--- src/hw/iaoc_pkg.sv ---
// Package for the interlocked auxiliary output controller.
// Assumes one 50 MHz clock domain and an APB register bus.
package iaoc_pkg;
	localparam int NCH = 2;
	// Register byte offsets
	localparam logic [7:0] OFS_CH_BASE = 8'h00;
	localparam logic [7:0] OFS_CH_STRIDE = 8'h10;
	localparam logic [3:0] OFS_CFG = 4'h0;
	localparam logic [3:0] OFS_GEAR = 4'h4;
	localparam logic [3:0] OFS_TRIP = 4'h8;
	localparam logic [7:0] OFS_VEH = 8'h20;
	localparam logic [7:0] OFS_STAT = 8'h24;
	localparam logic [7:0] OFS_IRQ_ST = 8'h28;
	localparam logic [7:0] OFS_IRQ_MASK = 8'h2c;
	// Defaults and codes
	localparam logic [4:0] SEL_DEFAULT = 5'h0a;
	localparam logic [4:0] SEL_MAX = 5'h10;
	localparam logic [6:0] SPEED_DEFAULT = 7'h1e;
	localparam logic [6:0] SPEED_MAX = 7'h64;
	localparam logic [7:0] GEAR_DEFAULT = 8'h00;
	localparam logic [7:0] GEAR_MAX = 8'hfa;
	localparam logic [7:0] GEAR_NEUTRAL = 8'h7d;
	// Trip value in tenths of an ampere
	localparam logic [7:0] TRIP_DEFAULT = 8'hc8;
	localparam logic [7:0] TRIP_MIN = 8'h0a;
	localparam logic [7:0] TRIP_MAX = 8'hc8;
	// Field positions in channel config word
	localparam int CFG_SEL_LSB = 0;
	localparam int CFG_SPD_LSB = 8;
	localparam int CFG_LATCH_BIT = 16;
	typedef enum logic [4:0] {
		IAOC_NONE, IAOC_PARK_ON, IAOC_PARK_OFF, IAOC_DOOR_OPEN,
		IAOC_DOOR_SHUT, IAOC_PTO_ON, IAOC_PTO_OFF, IAOC_ENG_RUN,
		IAOC_ENG_STOP, IAOC_SPD_ABOVE, IAOC_SPD_BELOW, IAOC_STOPPED,
		IAOC_MOVING, IAOC_GEAR_ABOVE, IAOC_GEAR_BELOW, IAOC_NEUTRAL,
		IAOC_NOT_NEUTRAL
	} iaoc_sel_t;
	typedef struct packed {
		logic [4:0] sel;
		logic [6:0] speed;
		logic [7:0] gear;
		logic [7:0] trip;
		logic latch;
	} iaoc_cfg_t;
	typedef struct packed {
		logic park_brake;
		logic door_open;
		logic power_takeoff;
		logic engine_run;
		logic moving;
		logic [6:0] speed;
		logic [7:0] gear;
	} iaoc_veh_t;
endpackage : iaoc_pkg

--- src/hw/iaoc_top.sv ---
// Two interlocked auxiliary power outputs with APB configuration.
// Assumes switch and status pins are asynchronous; current in 0.1 A units.
// Byte-addressed register map; every output leaves a flip-flop.
//
// Chosen here: the APB interface to the registers and the placing of the registers.
`timescale 1ns/1ps
// How it works
// RQ1 - Configurer programs gear code for gear settings
// RQ2 - Gear code: neutral 125, forward/reverse offsets
// RQ3 - Gear code used only by settings 13, 14
// RQ4 - Output trips off at programmed current
// RQ5 - Latch-off holds output until switch recycled
// RQ6 - Per channel speed threshold, default 30
// RQ7 - Per channel gear code 0..250, default 0
// RQ8 - Two independent channels, own switch, parameters
// RQ9 - Violated interlock turns output off
// RQ10 - Selector settings 0..16 choose interlock
// RQ11 - Without latch, output returns when condition holds
// RQ12 - Speed settings compare speed with threshold
// RQ13 - Everything re-evaluated every clock cycle
module iaoc_top #(
	parameter int NUM_CH = iaoc_pkg::NCH
) (
	input wire logic pclk,
	input wire logic presetn,
	input wire logic psel,
	input wire logic penable,
	input wire logic pwrite,
	input wire logic [7:0] paddr,
	input wire logic [31:0] pwdata,
	output logic [31:0] prdata,
	output logic pready,
	output logic pslverr,
	input wire logic [NUM_CH-1:0] switch_in,
	input wire logic [NUM_CH-1:0] [7:0] current_in,
	input wire iaoc_pkg::iaoc_veh_t veh_in,
	output logic [NUM_CH-1:0] power_out,
	output logic irq
);
	import iaoc_pkg::*;

	// Stage width: switches, status word, one current per channel
	localparam int VW = $bits(iaoc_veh_t);
	localparam int SW = NUM_CH + VW + $bits(current_in);

	// Configuration, one record per channel
	iaoc_cfg_t cfg_r [NUM_CH];
	// Pin stages
	logic [SW-1:0] s1_r;
	logic [SW-1:0] s2_r;
	logic [SW-1:0] s3_r;
	// Filtered pin fields
	iaoc_veh_t veh;
	logic [NUM_CH-1:0] sw;
	// Channel state
	logic [NUM_CH-1:0] sw_d_r;
	logic [NUM_CH-1:0] ok;
	logic [NUM_CH-1:0] latched_r;
	logic [NUM_CH-1:0] tripped_r;
	logic [NUM_CH-1:0] trip_hit;
	logic [NUM_CH-1:0] ok_d_r;
	// Event status, mask and raw events
	logic [2*NUM_CH-1:0] ist_r;
	logic [2*NUM_CH-1:0] imask_r;
	logic [2*NUM_CH-1:0] ev;
	logic [NUM_CH-1:0] drop_ev;
	logic [NUM_CH-1:0] trip_ev;
	// Bus strobes
	logic wr;
	logic rd;

	// Channel decode, used by both write and read paths
	// Channels sit one stride apart from the base
	function automatic logic ch_hit(input logic [7:0] a, input int c,
		input logic [3:0] ofs);
		logic [7:0] base;
		base = OFS_CH_BASE + 8'(c) * OFS_CH_STRIDE;
		return a == (base + {4'h0, ofs});
	endfunction : ch_hit

	// Clamp a value into an allowed range
	// Out-of-range writes land on the nearest limit
	function automatic logic [7:0] clamp8(input logic [7:0] v,
		input logic [7:0] lo, input logic [7:0] hi);
		if (v < lo)
			return lo;
		if (v > hi)
			return hi;
		return v;
	endfunction : clamp8

	// Interlock condition for one channel
	function automatic logic cond_ok(input iaoc_cfg_t c,
		input iaoc_veh_t v);
		case (c.sel)
			IAOC_NONE: return 1'b1; // [RQ10]
			// Park brake and doors
			IAOC_PARK_ON: return v.park_brake;
			IAOC_PARK_OFF: return !v.park_brake;
			IAOC_DOOR_OPEN: return v.door_open;
			IAOC_DOOR_SHUT: return !v.door_open;
			// Power takeoff and engine
			IAOC_PTO_ON: return v.power_takeoff;
			IAOC_PTO_OFF: return !v.power_takeoff;
			IAOC_ENG_RUN: return v.engine_run;
			IAOC_ENG_STOP: return !v.engine_run;
			// Speed and motion
			IAOC_SPD_ABOVE: return v.speed > c.speed; // [RQ12]
			IAOC_SPD_BELOW: return v.speed < c.speed; // [RQ12]
			IAOC_STOPPED: return !v.moving;
			IAOC_MOVING: return v.moving;
			// Gear code read only here [RQ3] [RQ1]
			IAOC_GEAR_ABOVE: return v.gear > c.gear;
			IAOC_GEAR_BELOW: return v.gear < c.gear;
			IAOC_NEUTRAL: return v.gear == GEAR_NEUTRAL; // [RQ2]
			IAOC_NOT_NEUTRAL: return v.gear != GEAR_NEUTRAL; // [RQ2]
			default: return 1'b0; // Out-of-range setting keeps output off
		endcase
	endfunction : cond_ok

	// Write lands at the access edge; read mux taken in setup
	// Neither waits on pready, which is high in every access
	assign wr = psel && penable && pwrite;
	assign rd = psel && !penable && !pwrite;

	// Pin synchroniser, change taken once stages two and three agree
	// Stage one may go metastable; only stage two reads it
	always_ff @(posedge pclk or negedge presetn) begin
		if (!presetn) begin
			s1_r <= '0;
			s2_r <= '0;
			s3_r <= '0;
		end else begin
			s1_r <= {switch_in, veh_in, current_in};
			s2_r <= s1_r;
			s3_r <= s2_r;
		end
	end

	// Filtered copy of pins; holds old value while stages disagree
	// A pin glitch of one cycle never reaches the outputs
	logic [SW-1:0] filt_r;
	always_ff @(posedge pclk or negedge presetn) begin
		if (!presetn)
			filt_r <= '0;
		else
			filt_r <= (s2_r & s3_r) | (filt_r & (s2_r | s3_r));
	end

	// Filtered word split back into switches, status and currents
	logic [NUM_CH-1:0] [7:0] cur;
	assign {sw, veh, cur} = filt_r;

	// Register map, byte addresses:
	//   channel n base plus 0x00: selector, threshold, latch-off
	//   base plus 0x04: gear code, used by gear settings only
	//   base plus 0x08: trip value in tenths of an ampere
	//   0x20: filtered vehicle status, read only
	//   0x24: latched, tripped, switch, output; two bits each
	//   0x28: event status, write one to clear
	//   0x2c: event mask, same layout as the status
	//   Anything else answers with a slave error

	// Channel configuration registers [RQ8]
	generate
		for (genvar c = 0; c < NUM_CH; c++) begin : g_cfg
			// One write updates one field group of one channel
			always_ff @(posedge pclk or negedge presetn) begin
				if (!presetn) begin
					cfg_r[c].sel <= SEL_DEFAULT;
					cfg_r[c].speed <= SPEED_DEFAULT; // [RQ6]
					cfg_r[c].gear <= GEAR_DEFAULT; // [RQ7]
					cfg_r[c].trip <= TRIP_DEFAULT; // [RQ4]
					cfg_r[c].latch <= 1'b0; // [RQ5]
				end else if (wr && ch_hit(paddr, c, OFS_CFG)) begin
					// Settings above 16 are refused, old one kept [RQ10]
					if (pwdata[CFG_SEL_LSB +: 5] <= SEL_MAX)
						cfg_r[c].sel <= pwdata[CFG_SEL_LSB +: 5];
					cfg_r[c].speed <= 7'(clamp8(
						{1'b0, pwdata[CFG_SPD_LSB +: 7]}, 8'h00,
						{1'b0, SPEED_MAX})); // [RQ6]
					cfg_r[c].latch <= pwdata[CFG_LATCH_BIT];
				end else if (wr && ch_hit(paddr, c, OFS_GEAR)) begin
					cfg_r[c].gear <= clamp8(pwdata[7:0], 8'h00,
						GEAR_MAX); // [RQ7]
				end else if (wr && ch_hit(paddr, c, OFS_TRIP)) begin
					cfg_r[c].trip <= clamp8(pwdata[7:0], TRIP_MIN,
						TRIP_MAX); // [RQ4]
				end
			end
		end
	endgenerate

	// Per-channel output control, evaluated every cycle [RQ13]
	generate
		for (genvar c = 0; c < NUM_CH; c++) begin : g_ch
			// Condition picked by the channel's selector
			assign ok[c] = cond_ok(cfg_r[c], veh);
			// Tenths of an ampere; reaching the value already trips
			assign trip_hit[c] = cur[c] >= cfg_r[c].trip; // [RQ4]

			// Trip holds until switch off, so a live short cannot
			// toggle the driver on and off
			always_ff @(posedge pclk or negedge presetn) begin
				if (!presetn)
					tripped_r[c] <= 1'b0;
				else if (!sw[c])
					tripped_r[c] <= 1'b0;
				else if (trip_hit[c])
					tripped_r[c] <= 1'b1; // [RQ4]
			end

			// Latch-off clears only on switch off; recycling re-arms
			always_ff @(posedge pclk or negedge presetn) begin
				if (!presetn)
					latched_r[c] <= 1'b0;
				else if (!sw[c])
					latched_r[c] <= 1'b0; // [RQ5]
				else if (!ok[c] && cfg_r[c].latch)
					latched_r[c] <= 1'b1; // [RQ5]
			end

			// Output off on violation, back on when ok [RQ9] [RQ11]
			always_ff @(posedge pclk or negedge presetn) begin
				if (!presetn)
					power_out[c] <= 1'b0;
				else
					power_out[c] <= sw[c] && ok[c] && !trip_hit[c] &&
						!tripped_r[c] && !latched_r[c]; // [RQ13]
			end
		end
	endgenerate

	// Edge history for interlock drop events
	// ok resets high; switch history resets low so that reset itself logs no drop
	always_ff @(posedge pclk or negedge presetn) begin
		if (!presetn) begin
			ok_d_r <= '1;
			sw_d_r <= '0;
		end else begin
			ok_d_r <= ok;
			sw_d_r <= sw;
		end
	end

	// Interlock drop: condition falls while switch stays on
	assign drop_ev = ok_d_r & ~ok & sw & sw_d_r;
	// Current trip: first cycle at or above the trip value
	assign trip_ev = trip_hit & sw & ~tripped_r;
	// Events: low bits interlock drop, high bits current trip
	assign ev = {trip_ev, drop_ev};

	// Sticky status; a new event wins over write-one-to-clear
	always_ff @(posedge pclk or negedge presetn) begin
		if (!presetn)
			ist_r <= '0;
		else if (wr && paddr == OFS_IRQ_ST)
			ist_r <= (ist_r & ~pwdata[2*NUM_CH-1:0]) | ev;
		else
			ist_r <= ist_r | ev;
	end

	// Mask, same layout as the status; a one enables the line
	always_ff @(posedge pclk or negedge presetn) begin
		if (!presetn)
			imask_r <= '0;
		else if (wr && paddr == OFS_IRQ_MASK)
			imask_r <= pwdata[2*NUM_CH-1:0];
	end

	// Level line, one cycle behind status and mask
	always_ff @(posedge pclk or negedge presetn) begin
		if (!presetn)
			irq <= 1'b0;
		else
			irq <= |(ist_r & imask_r);
	end

	// Read mux, registered in setup so access completes at once
	logic [31:0] rd_nxt;
	logic rd_err;
	always_comb begin
		rd_nxt = '0;
		rd_err = 1'b1;
		// Channel words
		for (int c = 0; c < NUM_CH; c++) begin
			if (ch_hit(paddr, c, OFS_CFG)) begin
				rd_nxt[CFG_SEL_LSB +: 5] = cfg_r[c].sel;
				rd_nxt[CFG_SPD_LSB +: 7] = cfg_r[c].speed;
				rd_nxt[CFG_LATCH_BIT] = cfg_r[c].latch;
				rd_err = 1'b0;
			end
			if (ch_hit(paddr, c, OFS_GEAR)) begin
				rd_nxt[7:0] = cfg_r[c].gear;
				rd_err = 1'b0;
			end
			if (ch_hit(paddr, c, OFS_TRIP)) begin
				rd_nxt[7:0] = cfg_r[c].trip;
				rd_err = 1'b0;
			end
		end
		// Shared words
		case (paddr)
			OFS_VEH: begin
				rd_nxt[VW-1:0] = veh;
				rd_err = 1'b0;
			end
			OFS_STAT: begin
				rd_nxt[4*NUM_CH-1:0] = {latched_r, tripped_r, sw,
					power_out};
				rd_err = 1'b0;
			end
			OFS_IRQ_ST: begin
				rd_nxt[2*NUM_CH-1:0] = ist_r;
				rd_err = 1'b0;
			end
			OFS_IRQ_MASK: begin
				rd_nxt[2*NUM_CH-1:0] = imask_r;
				rd_err = 1'b0;
			end
			default: ;
		endcase
	end

	// Read word and error taken in setup, held through access
	always_ff @(posedge pclk or negedge presetn) begin
		if (!presetn) begin
			prdata <= '0;
			pslverr <= 1'b0;
		end else if (psel && !penable) begin
			prdata <= rd ? rd_nxt : 32'h0000_0000;
			pslverr <= rd_err;
		end
	end

	// Zero wait states: every access ends one cycle
	// after its setup, so pready never stretches
	always_ff @(posedge pclk or negedge presetn) begin
		if (!presetn)
			pready <= 1'b0;
		else
			pready <= psel && !penable;
	end
endmodule : iaoc_top

--- config.mk ---
export PLATFORM = sky130hd
export DESIGN_NAME = iaoc_top
export DESIGN_NICKNAME = d
export VERILOG_FILES = /design/src/hw/iaoc_pkg.sv /design/src/hw/iaoc_top.sv
export SDC_FILE = /design/constraint.sdc
export NUM_CORES = 1
export LEC_CHECK = 0
export BUFFER_PORTS_ARGS = -buffer_cell sky130_fd_sc_hd__buf_2
export CORE_MARGIN = 2
export CORE_UTILIZATION = 53
export CTS_CLUSTER_DIAMETER = 80
export DETAILED_ROUTE_END_ITERATION = 10
export GPL_ROUTABILITY_DRIVEN = 0
export HOLD_SLACK_MARGIN = 0.03
export PLACE_DENSITY_LB_ADDON = 0.3
export REMOVE_ABC_BUFFERS = 1
export SLEW_MARGIN = 5
export SYNTH_ARGS = -nofsm -noshare
export SYNTH_HDL_FRONTEND = slang
export SYNTH_SLANG_ARGS = --single-unit
--- constraint.sdc ---
create_clock -name pclk -period 2 [get_ports pclk]
set_input_delay 0.1 -clock pclk [delete_from_list [all_inputs] [get_ports pclk]]
set_output_delay 0.1 -clock pclk [all_outputs]
set_load 0.01 [all_outputs]
# ---- After elaboration in Yosys (flattened, before gate mapping)
# Cells that the tools add are included.
# W data, S select, Z words.
dict set report classes {
  order_cmp 16
  n_eq_ne 47
  mux 78
  n_bitwise 20
  n_reduce_logical 48
}
# operator n
set op_table {}
lappend op_table {{$mux W8} 16}
lappend op_table {{$eq A5 B4 Y1 const B} 16}
lappend op_table {{$and A38 B38 Y38} 2}
lappend op_table {{$or A38 B38 Y38} 2}
lappend op_table {{$mux W1} 48}
lappend op_table {{$eq A5 B3 Y1 const B} 8}
lappend op_table {{$mux W7} 5}
lappend op_table {{$pmux W1 S17} 2}
lappend op_table {{$eq A8 B6 Y1 const B} 4}
lappend op_table {{$eq A8 B5 Y1 const B} 3}
lappend op_table {{$logic_and A1 B1 Y1} 22}
lappend op_table {{$eq A5 B2 Y1 const B} 4}
lappend op_table {{$mux W20} 1}
lappend op_table {{$ge A8 B8 Y1} 2}
lappend op_table {{$gt A8 B8 Y1} 2}
lappend op_table {{$gt A8 B8 Y1 const B} 2}
lappend op_table {{$lt A8 B8 Y1} 2}
lappend op_table {{$pmux W4 S4} 1}
lappend op_table {{$logic_not A1 Y1} 15}
lappend op_table {{$gt A7 B7 Y1} 2}
lappend op_table {{$lt A7 B7 Y1} 2}
lappend op_table {{$mux W12} 1}
lappend op_table {{$and A2 B2 Y2} 5}
lappend op_table {{$eq A5 B1 Y1 const B} 2}
lappend op_table {{other kinds (24)} 40}
dict set report word_totals {
  ff_bits 263
  output_inout_bits 37
}

# ---- Longest topological paths before layout
# Gate-level depths: netlist of the first run.
dict set report depth {
  ltp_word 12
  mapped_depth 8
  depth_no_buf 8
}

# ---- Worst setup path after synthesis of the first run
# OpenSTA, ideal clock, no wires.
dict set report synth_path {
  path_type {reg2reg}
  start {register cfg_r[48] (netlist name)}
  end {register power_out[0]}
  setup_time_ns 0.111
  arrival_time_ns 1.924
  required_time_ns 1.889
  path_slack_ns -0.036
  path_stages_with_launch 9
  path_buffers 0
  synth_period_minus_slack_ns 2.036
  path_cell_list {dfstp_2 inv_1 ha_1 nand3b_1 a21boi_0 o21bai_1 a211o_1 and3_1 a2111oi_2}
}
dict set report synth_via {
  elab_chain_len 6
  word_cells_on_any_way 7
}
# element line_no
set synth_rtl {}
lappend synth_rtl {{start: declaration} iaoc_top.sv:47} ;# iaoc_cfg_t cfg_r [NUM_CH];
lappend synth_rtl {{$lt A7 B7 Y1 or $gt A7 B7 Y1 (tied branches)} {iaoc_top.sv:109, iaoc_top.sv:108}}
lappend synth_rtl {{$pmux W1 S17 (*)} iaoc_top.sv:95} ;# case (c.sel)
lappend synth_rtl {{$logic_and A1 B1 Y1 (*) (3 in series)} iaoc_top.sv:228} ;# power_out[c] <= sw[c] && ok[c] && !trip_hit[c] &&
lappend synth_rtl {{$logic_and A1 B1 Y1 (*)} iaoc_top.sv:229} ;# !tripped_r[c] && !latched_r[c];
lappend synth_rtl {{end signal: indexed assignment} iaoc_top.sv:228}
lappend synth_rtl {{end: declaration} iaoc_top.sv:37} ;# output logic [NUM_CH-1:0] power_out,
# Mark *: on every way between the ends. The rest lies on a longest branch, timed or not.
# A chain may end at the register's enable or synchronous reset.

# ---- Final worst setup path of the first run
dict set report layout_path {
  start {register cfg_r[18] (netlist name)}
  end {register power_out[1]}
}
# Same word-level chain as after synthesis.

==> results.sh, run 1 <==
export IMPL_drv_slew=0
export IMPL_worst_ep_required_time_ps=2420
export IMPL_ctsLongestPathBuffers=3
export IMPL_antenna_found_initial=0
export IMPL_coreArea_sq_um=19500
export IMPL_post_route_util_pct=69.4
export IMPL_yosys_warnings=0
export IMPL_yosys_area_share_xor_xnor_pct=0
export IMPL_synth_top_cell_area_share_pct=54.6
export IMPL_setup_violations_final=7
export IMPL_worstMarginPinSlew_ps=579
export IMPL_power_leakage_nw=6.04
export IMPL_whs_ps=50.7
export IMPL_viasPerCell=5.58
export IMPL_final_antenna_net_count=0
export IMPL_die_h_um=145
export IMPL_ff2ff_path_depth=8
export IMPL_synthArstFlopShare_pct=100
export IMPL_crit_path_max_fanout=4
export IMPL_gr_total_overflow=0
export IMPL_synth_simple_area_share_pct=10.7
export IMPL_hpwl_mm=17.7
export IMPL_crit_path_end_kind="flip-flop"
export IMPL_synthAdderAreaFrac_pct=9.03
export IMPL_wirelength_mm=25.9
export IMPL_wire_per_inst_um=18.4
export IMPL_ys_flop_type="dfrtp_1"
export IMPL_crit_buf_inv=2
export IMPL_max_stage_delay_ps=540
export IMPL_placedCellCount=1295
export IMPL_synth_area_mux_share_pct=4.47
export IMPL_firstDrtPassIters=7
export IMPL_cp_depth=8
export IMPL_synth_compound_area_share_pct=11.8
export IMPL_ir_worst_vdd_mv=0.689
export IMPL_slowest_stage="dfstp_2"
export IMPL_start_util_pct=54.2
export IMPL_rsz0062_at_grt="yes"
export IMPL_seq_area_frac_synth_pct=59.6
export IMPL_nNetsFinal=1251
export IMPL_setup_tns_ps=-533
export IMPL_stdcell_count=1406
export IMPL_syn_inst=893
export IMPL_hold_class="in2async"
export IMPL_io_buffers=91
export IMPL_fin_ws_ps=-101
export IMPL_layout_area_overhead_vs_synth_pct=28.0
export IMPL_critical_path_top_delay_family="compound AO/OA/AOI/OAI gates"
export IMPL_skew_ps=13.6
export IMPL_clkTransAtPathRegs_ps=60
export IMPL_crit_type="reg2reg"
export IMPL_worstPathCellList="inv_2 -> ha_4 -> nand3b_1 -> a21boi_2 -> o21bai_2 -> buf_4 -> a311o_1 -> o21ba_2"
export IMPL_synth_top_cells_by_count="dfrtp_1, nand2_1, o21ai_0"
export IMPL_synth_top_family_by_area="compound AO/OA/AOI/OAI gates"
export IMPL_clk_latency_ps=540
export IMPL_drt_initial_drc_count=619
export IMPL_slew_headroom_pct=61.4
export IMPL_numCtsBuffers=26
export IMPL_ys_top_cells_by_area="dfrtp_1, ha_1, dfstp_2"
export IMPL_grt_pass1_wl_mm=41.6
export IMPL_yosysMostFrequentCell="dfrtp_1"
export IMPL_violations="setup timing"
export IMPL_grt_pass1_vias=7748
export IMPL_die_x_um=145
export IMPL_place_ws_ps=-176
export IMPL_synth_top_area_cell="dfrtp_1"
export IMPL_drcViolationCount=0
export IMPL_synth_cell_area_sq_um=10600
export IMPL_p_per_area_nw_per_um2=867
export IMPL_htree_num_levels=1
export IMPL_hold_viol_final=0
export IMPL_num_antenna_cells=0
export IMPL_status="complete, but fails checks"
export IMPL_cts_tree="built"
export IMPL_ioPinCount=120
export IMPL_rows=51
export IMPL_cp_arrival_ps=2520
export IMPL_grt_max_degree=75
export IMPL_num_vias=7839
export IMPL_root_buffer="clkbuf_16"
export IMPL_drive_gt1_share_pct=27.6
export IMPL_maxCapViolations=0
export IMPL_die_area_sq_um=21100
export IMPL_crit_path_start_kind="flip-flop"
export IMPL_clkSinkCount=251
export IMPL_synth_seq_cells=251
export IMPL_fmax_mhz=476
export IMPL_period_share_pct=105
export IMPL_grtUsageTotal_pct=24.6
export IMPL_syn_area_per_cell_sq_um=11.9
export IMPL_period_needed_ps=2100
export IMPL_synth_distinct_cells=77
export IMPL_synth_edf_count=0
## layout by cell type, fill, tap and decap left out, types with 12 or more instances in the layout
| cell type | count |
|---|---|
| dfrtp_1 | 230 |
| mux2i_1 | 12 |
| inv_1 | 51 |
| mux2_2 | 29 |
| ha_1 | 43 |
| a21oi_1 | 29 |
| nor2_1 | 23 |
| dfstp_2 | 20 |
| conb_1 | 12 |
| maj3_1 | 38 |
| nand2_1 | 100 |
| buf_2 | 90 |
| o21ai_0 | 60 |
| dlygate4sd3_1 | 59 |
| nor3_1 | 14 |
| nand3_1 | 17 |
| buf_4 | 81 |
| clkbuf_16 | 27 |
## cells by family (layout without fill, tap and decap cells)
| kind of cell | Yosys count | after routing |
|---|---|---|
| AOI/OAI and AO/OA | 191 | 191 |
| other | 1 | 12 |
| buffers and inverters | 99 | 336 |
| adders and majority gates | 84 | 84 |
| DFF | 251 | 251 |
| and+or+nand+nor | 224 | 224 |
| muxes | 43 | 43 |
## worst reg2reg max path, stage by stage (launching register included)
cell      delay, ps
dfstp_2         540
inv_2            50
ha_4            260
nand3b_1         90
a21boi_2        190
o21bai_2         90
buf_4           140
a311o_1         390
o21ba_2         240
## sequential cells by signal (all words and copies together), names as in the netlist
name and count:
cfg_r 58, filt_r 38, s1_r 38, s2_r 38, s3_r 38, prdata 20
imask_r 4, ist_r 4, latched_r 2, ok_d_r 2, power_out 2, sw_d_r 2
tripped_r 2, irq 1, pready 1, pslverr 1
## worst paths after layout
check                           slack (ps)                     end             startpoint
worst max-delay path                  -100  power_out[1]$_DFF_PN0_  cfg_r[18]$_DFFE_PN1P_
worst min-delay path                    50      s2_r[32]$_DFF_PN0_                presetn
max in group asynchronous             1230   cfg_r[47]$_DFFE_PN1P_                presetn
worst max register to register        -100  power_out[1]$_DFF_PN0_  cfg_r[18]$_DFFE_PN1P_
worst min register to register         350      s2_r[20]$_DFF_PN0_     s1_r[20]$_DFF_PN0_
min in group pclk                       70        pready$_DFF_PN0_                penable
## power by group
part           switching (mW)  total, mW  internal, mW
clock network            1.96       5.18          3.22
registers               0.171       5.50          5.33
logic                   0.565       1.06         0.494
## metrics by stage
stage	power [mW]	area, sq um
floorplan	5.95	10400
global placement	6.44	11800
detailed placement	6.48	11800
CTS	11.8	13500
global route	12.2	13500
finish	11.7	13500
## final cells by class
type	count	area, sq um
Tap cell	265	332
Timing Repair Buffer	235	1740
Fill cell	1418	5980
Multi-Input combinational cell	554	4030
Sequential cell	251	6310
Inverter	54	203
Clock buffer	35	736
Clock inverter	12	194
## per-layer routing
metal  wire, um  global-route usage, %  up-vias
met4        869                   9.22        0
li1           -                      -     3602
met1      11300                   35.8     3821
met3       2140                   4.80       72
met2      11600                   37.2      344
met5          0                      0        -
## timing repair
action	in CTS	in global routing
hold buffers	59	0
pin swaps	16	5
resized for setup	25	12
endpoints found under the hold margin	314	0
buffers inserted	4	1
setup endpoints to repair	9	9
cloned	0	0
Note: power is estimated with default switching activity, not from simulation.
==> run 2, diff against run 1 <==
- CAP_MARGIN: unset -> 15
- clock period: 2 -> 1.8 ns (I/O delays scaled with it)
==> run 2 against run 1 <==
Highest routed layer unchanged. The run still ends with setup timing left. Clock-buffer cell count is 1 lower. Via count is 4.7% higher. Largest cell class unchanged. Combinational power is 28% higher. First-iteration DRC count is 37% higher. Sequential power is 11% higher. Sequential share of layout area is 2.4 points lower. Critical endpoint is now latched_r[1]$_DFFE_PN0P_.
==> results.sh, run 2 (synthesis gave the netlist of run 1 again) <==
export IMPL_layout_common_cells="dfrtp_1, buf_4, nand2_1"
export IMPL_nNetsFinal=1328
export IMPL_grtUsageTotal_pct=26.0
export IMPL_fin_ws_ps=-284
export IMPL_hpwl_mm=18.5
export IMPL_final_common_cell="dfrtp_1"
export IMPL_largest_reg_flops=58
export IMPL_clkSinkCount=251
export IMPL_setup_tns_ps=-1900
export IMPL_layout_area_overhead_vs_synth_pct=34.9
export IMPL_place_ws_ps=-367
export IMPL_cp_arrival_ps=2520
export IMPL_totalPowerFinal_mw=13.2
export IMPL_p_seq_share_pct=46.5
export IMPL_num_vias=8204
export IMPL_worst_ep_required_time_ps=2230
export IMPL_clk_latency_ps=530
export IMPL_ir_worst_vdd_mv=0.687
export IMPL_numCtsBuffers=26
export IMPL_final_antenna_net_count=0
export IMPL_drive_gt1_share_pct=34.2
export IMPL_grt_pass1_wl_mm=44.0
export IMPL_status="complete, but fails checks"
export IMPL_switching_share_pct=24.0
export IMPL_p_int_mw=10.0
export IMPL_crit_buf_inv=2
export IMPL_fmax_mhz=480
export IMPL_ctsLongestPathBuffers=3
export IMPL_r2r_start="filt_r[23]$_DFF_PN0_"
export IMPL_worstPathCellList="buf_4 -> ha_1 -> nand4_1 -> buf_4 -> a21oi_1 -> a211oi_2 -> mux2_4 -> o31ai_2"
export IMPL_antenna_found_initial=0
export IMPL_setup_violations_final=10
export IMPL_die_x_um=145
export IMPL_fin_area_sq_um=14300
export IMPL_crit_path_end_kind="flip-flop"
export IMPL_clkTransAtPathRegs_ps=70
export IMPL_wire_per_inst_um=18.5
export IMPL_root_buffer="clkbuf_16"
export IMPL_viasPerCell=5.53
export IMPL_hold_viol_final=0
export IMPL_drv_slew=0
export IMPL_rsz0062_at_grt="yes"
export IMPL_slowest_stage="dfrtp_1"
export IMPL_die_area_sq_um=21100
export IMPL_grt_max_degree=52
export IMPL_whs_ps=85.9
export IMPL_p_per_area_nw_per_um2=921
export IMPL_start_util_pct=54.2
export IMPL_violations="setup timing"
export IMPL_cpMostUsedCell="buf_4"
export IMPL_die_h_um=145
export IMPL_crit_path_max_fanout=4
export IMPL_crit_start="filt_r[23]$_DFF_PN0_"
export IMPL_power_leakage_nw=6.47
export IMPL_crit_path_start_kind="flip-flop"
export IMPL_firstDrtPassIters=7
export IMPL_p_sw_mw=3.16
export IMPL_drt_initial_drc_count=850
export IMPL_hold_class="in2async"
export IMPL_largest_register="cfg_r"
export IMPL_period_share_pct=116
export IMPL_io_buffers=91
export IMPL_wirelength_mm=27.4
export IMPL_max_stage_delay_ps=380
export IMPL_skew_ps=12.4
export IMPL_combPwrFrac_pct=10.4
export IMPL_stdcell_count=1484
export IMPL_post_route_util_pct=73.2
export IMPL_drcViolationCount=0
export IMPL_htree_num_levels=1
export IMPL_coreArea_sq_um=19500
export IMPL_crit_type="reg2reg"
export IMPL_place_area_sq_um=12400
export IMPL_grt_pass1_vias=8329
export IMPL_period_needed_ps=2080
export IMPL_cts_tree="built"
export IMPL_ioPinCount=120
export IMPL_clkPwrFrac_pct=43.2
export IMPL_rows=51
export IMPL_critical_path_top_delay_family="compound AO/OA/AOI/OAI gates"
export IMPL_num_antenna_cells=0
export IMPL_gr_total_overflow=0
export IMPL_placedCellCount=1369
export IMPL_maxCapViolations=0
[run 2: changes by cell type in the layout (fill, tap and decap cells not counted), moves of 3 or more]
cell / delta
buf_4: +76
clkbuf_1: -3
clkinv_4: +4
ha_1: -7
ha_4: +6
o31ai_2: +3
[run 2: layout make-up]
cell class                      instances  area [sq um]
Tap cell                              265           332
Clock inverter                         14           176
Multi-Input combinational cell        554          4180
Clock buffer                           34           752
Fill cell                            1324          5240
Timing Repair Buffer                  312          2340
Sequential cell                       251          6310
Inverter                               54           203
[run 2: path summary, 6_finish.rpt]
path | end | slack, ps | depth (start not counted)
worst min register to register | s2_r[35]$_DFF_PN0_ | 340 | 0
worst max-delay path | latched_r[1]$_DFFE_PN0P_ | -280 | 8
worst max register to register | latched_r[1]$_DFFE_PN0P_ | -280 | 8
min in group pclk | prdata[0]$_DFFE_PN0P_ | 150 | 4
worst min-delay path | s2_r[35]$_DFF_PN0_ | 90 | 2
max in group asynchronous | cfg_r[25]$_DFFE_PN1P_ | 1070 | 3
[run 2: per-layer routing]
| metal | part of all wire, % | GRT usage, % | vias up |
|---|---|---|---|
| met5 | 0 | 0 | - |
| met4 | 3.5 | 7.01 | 0 |
| met3 | 7.8 | 4.98 | 82 |
| met2 | 46 | 41.6 | 397 |
| met1 | 43 | 36.9 | 3957 |
| li1 | - | - | 3768 |
[run 2: power by group through the flow]
| stage | clock [mW] | sequential [mW] | combinational (mW) |
|---|---|---|---|
| after floorplan | 0 | 6.16 | 0.449 |
| after global placement | 0 | 6.19 | 1.08 |
| after detailed placement | 0 | 6.20 | 1.11 |
| after CTS | 5.78 | 6.11 | 1.31 |
| after global routing | 6.06 | 6.14 | 1.49 |
| final | 5.68 | 6.11 | 1.36 |
[run 2: timing repair]
action	in CTS	in global routing
resized for setup	40	21
endpoints found under the hold margin	318	0
buffers inserted	6	4
pin swaps	31	14
cloned	0	0
endpoints found under the setup margin	14	16
hold buffers	58	0
==> run 3, diff against run 2 <==
- CORE_UTILIZATION: 53 -> 54
- CTS_BUF_LIST: unset -> sky130_fd_sc_hd__clkbuf_2 sky130_fd_sc_hd__clkbuf_4 sky130_fd_sc_hd__clkbuf_8
- RECOVER_POWER: unset -> 100
- SETUP_SLACK_MARGIN: unset -> 0.02
==> run 3 against run 2 <==
The flow still finishes with violations (setup timing). Combinational power is essentially flat. Sequential power is essentially flat. First-iteration DRC count shrank 32%. Die area shrank 1.8%. Total power shrank 5.4%. Maximum frequency grew 1.2%. Critical endpoint is now power_out[0]$_DFF_PN0_.
==> results.sh, run 3 (synthesis gave the netlist of run 1 again) <==
export IMPL_status="complete, but fails checks"
export IMPL_violations="setup timing"
export IMPL_ff2ff_path_depth=8
export IMPL_cp_arrival_ps=2490
export IMPL_layout_common_cells="dfrtp_1, buf_4, nand2_1"
export IMPL_clkSinkCount=251
export IMPL_fin_ws_ps=-260
export IMPL_clk_latency_ps=540
export IMPL_die_h_um=144
export IMPL_cp_endpoint="power_out[0]$_DFF_PN0_"
export IMPL_r2r_slack_ps=-260
export IMPL_place_ws_ps=-353
export IMPL_grt_pass1_wl_mm=42.4
export IMPL_totalPowerFinal_mw=12.4
export IMPL_grtUsageTotal_pct=26.5
export IMPL_skew_ps=12.7
export IMPL_ir_worst_vdd_mv=0.683
export IMPL_cts_tree="built"
export IMPL_drcViolationCount=0
export IMPL_n_fill_cell=1307
export IMPL_ioPinCount=120
export IMPL_p_per_area_nw_per_um2=880
export IMPL_grt_pass1_vias=8214
export IMPL_root_buffer="clkbuf_8"
export IMPL_layout_area_overhead_vs_synth_pct=33.6
export IMPL_crit_start="cfg_r[48]$_DFFE_PN1P_"
export IMPL_regToRegEndpoint="power_out[0]$_DFF_PN0_"
export IMPL_crit_type="reg2reg"
export IMPL_rows=51
export IMPL_hpwl_mm=18.7
export IMPL_worst_ep_required_time_ps=2230
export IMPL_slew_headroom_pct=32.8
export IMPL_r2r_start="cfg_r[48]$_DFFE_PN1P_"
export IMPL_io_buffers=91
export IMPL_drt_initial_drc_count=576
export IMPL_drive_gt1_share_pct=34.5
export IMPL_nNetsFinal=1342
export IMPL_start_util_pct=54.8
export IMPL_hold_class="in2reg"
export IMPL_rsz0062_at_grt="yes"
export IMPL_num_vias=8186
export IMPL_grt_max_degree=76
export IMPL_firstDrtPassIters=5
export IMPL_fmax_mhz=486
export IMPL_die_area_sq_um=20700
export IMPL_crit_path_max_fanout=3
export IMPL_worstMarginPinSlew_ps=1010
export IMPL_largest_reg_flops=58
export IMPL_drv_slew=0
export IMPL_hold_viol_final=0
export IMPL_num_antenna_cells=0
export IMPL_period_needed_ps=2060
export IMPL_coreArea_sq_um=19300
export IMPL_die_x_um=144
export IMPL_ctsLongestPathBuffers=3
export IMPL_viasPerCell=5.43
export IMPL_largest_register="cfg_r"
export IMPL_period_share_pct=114
export IMPL_numCtsBuffers=42
export IMPL_power_leakage_nw=6.38
export IMPL_final_common_cell="dfrtp_1"
export IMPL_crit_path_end_kind="flip-flop"
export IMPL_setup_violations_final=11
export IMPL_gr_total_overflow=0
export IMPL_antenna_found_initial=1
export IMPL_clkTransAtPathRegs_ps=60
export IMPL_wirelength_mm=27.1
export IMPL_htree_num_levels=2
export IMPL_crit_path_start_kind="flip-flop"
export IMPL_wire_per_inst_um=18.0
export IMPL_final_antenna_net_count=0
export IMPL_maxCapViolations=0
## run 3: where the power goes
group	leakage, nW	switching [mW]	internal, mW
Sequential	2.99	0.181	5.93
Combinational	2.93	0.703	0.649
Clock	0.458	2.17	2.82
## run 3: final cells by class
| type | count | area [sq um] | share of cell area, % |
|---|---|---|---|
| inverter | 54 | 203 | 1.43 |
| clock inverter | 7 | 35.0 | 0.248 |
| tap | 265 | 332 | 2.34 |
| sequential | 251 | 6310 | 44.6 |
| clock buffer | 66 | 802 | 5.67 |
| timing repair buffer | 310 | 2220 | 15.7 |
| multi-input combinational | 554 | 4240 | 30.0 |
## run 3: worst min-delay path by stage
stage / from / to / slack [ps] / depth (start not counted)
4_1_cts: psel / pready$_DFF_PN0_ / 40 / 4
5_1_grt: pwrite / prdata[17]$_DFFE_PN0P_ / 140 / 5
3_5_place_dp: presetn / s1_r[31]$_DFF_PN0_ / 0.5 / 1
6_report: pwrite / prdata[19]$_DFFE_PN0P_ / 110 / 5
3_3_place_gp: presetn / s1_r[31]$_DFF_PN0_ / -1 / 1
2_1_floorplan: presetn / cfg_r[0]$_DFFE_PN0P_ / -210 / 0
## run 3: timing repair
action / in CTS / in global routing
pin swaps: 29 / 28
resized for setup: 43 / 39
gates cloned: 0 / 0
endpoints found under the setup margin: 13 / 18
setup buffers: 7 / 3
hold buffers: 60 / 0
endpoints found under the hold margin: 321 / 0
## run 3: per-layer routing
metal  share of wire (%)  track usage, %
met2                  46            41.3
met3                 7.1            5.50
met1                  44            37.2
met4                 2.9            9.29
met5                   0               0
## run 3: critical path, stage by stage (launching register included)
cell and delay, ps:
dfstp_2 530, inv_2 50, ha_4 260, nand3b_1 80
a21boi_1 150, o21bai_1 110, a211o_1 330, and3_4 170
a2111oi_4 270
## run 3: stage by stage
stage	std cells	TNS [ps]	area (sq um)	hold slack, ps	utilization, %
2_1_floorplan	859	-830	10400	-206	-
3_3_place_gp	1363	-2310	12300	-1.33	63.7
3_5_place_dp	1363	-3060	12300	0.537	63.7
4_1_cts	1503	-1470	14000	38.7	72.5
5_1_grt	1507	-2610	14100	139	73.1
6_report	1507	-1790	14100	113	73.1
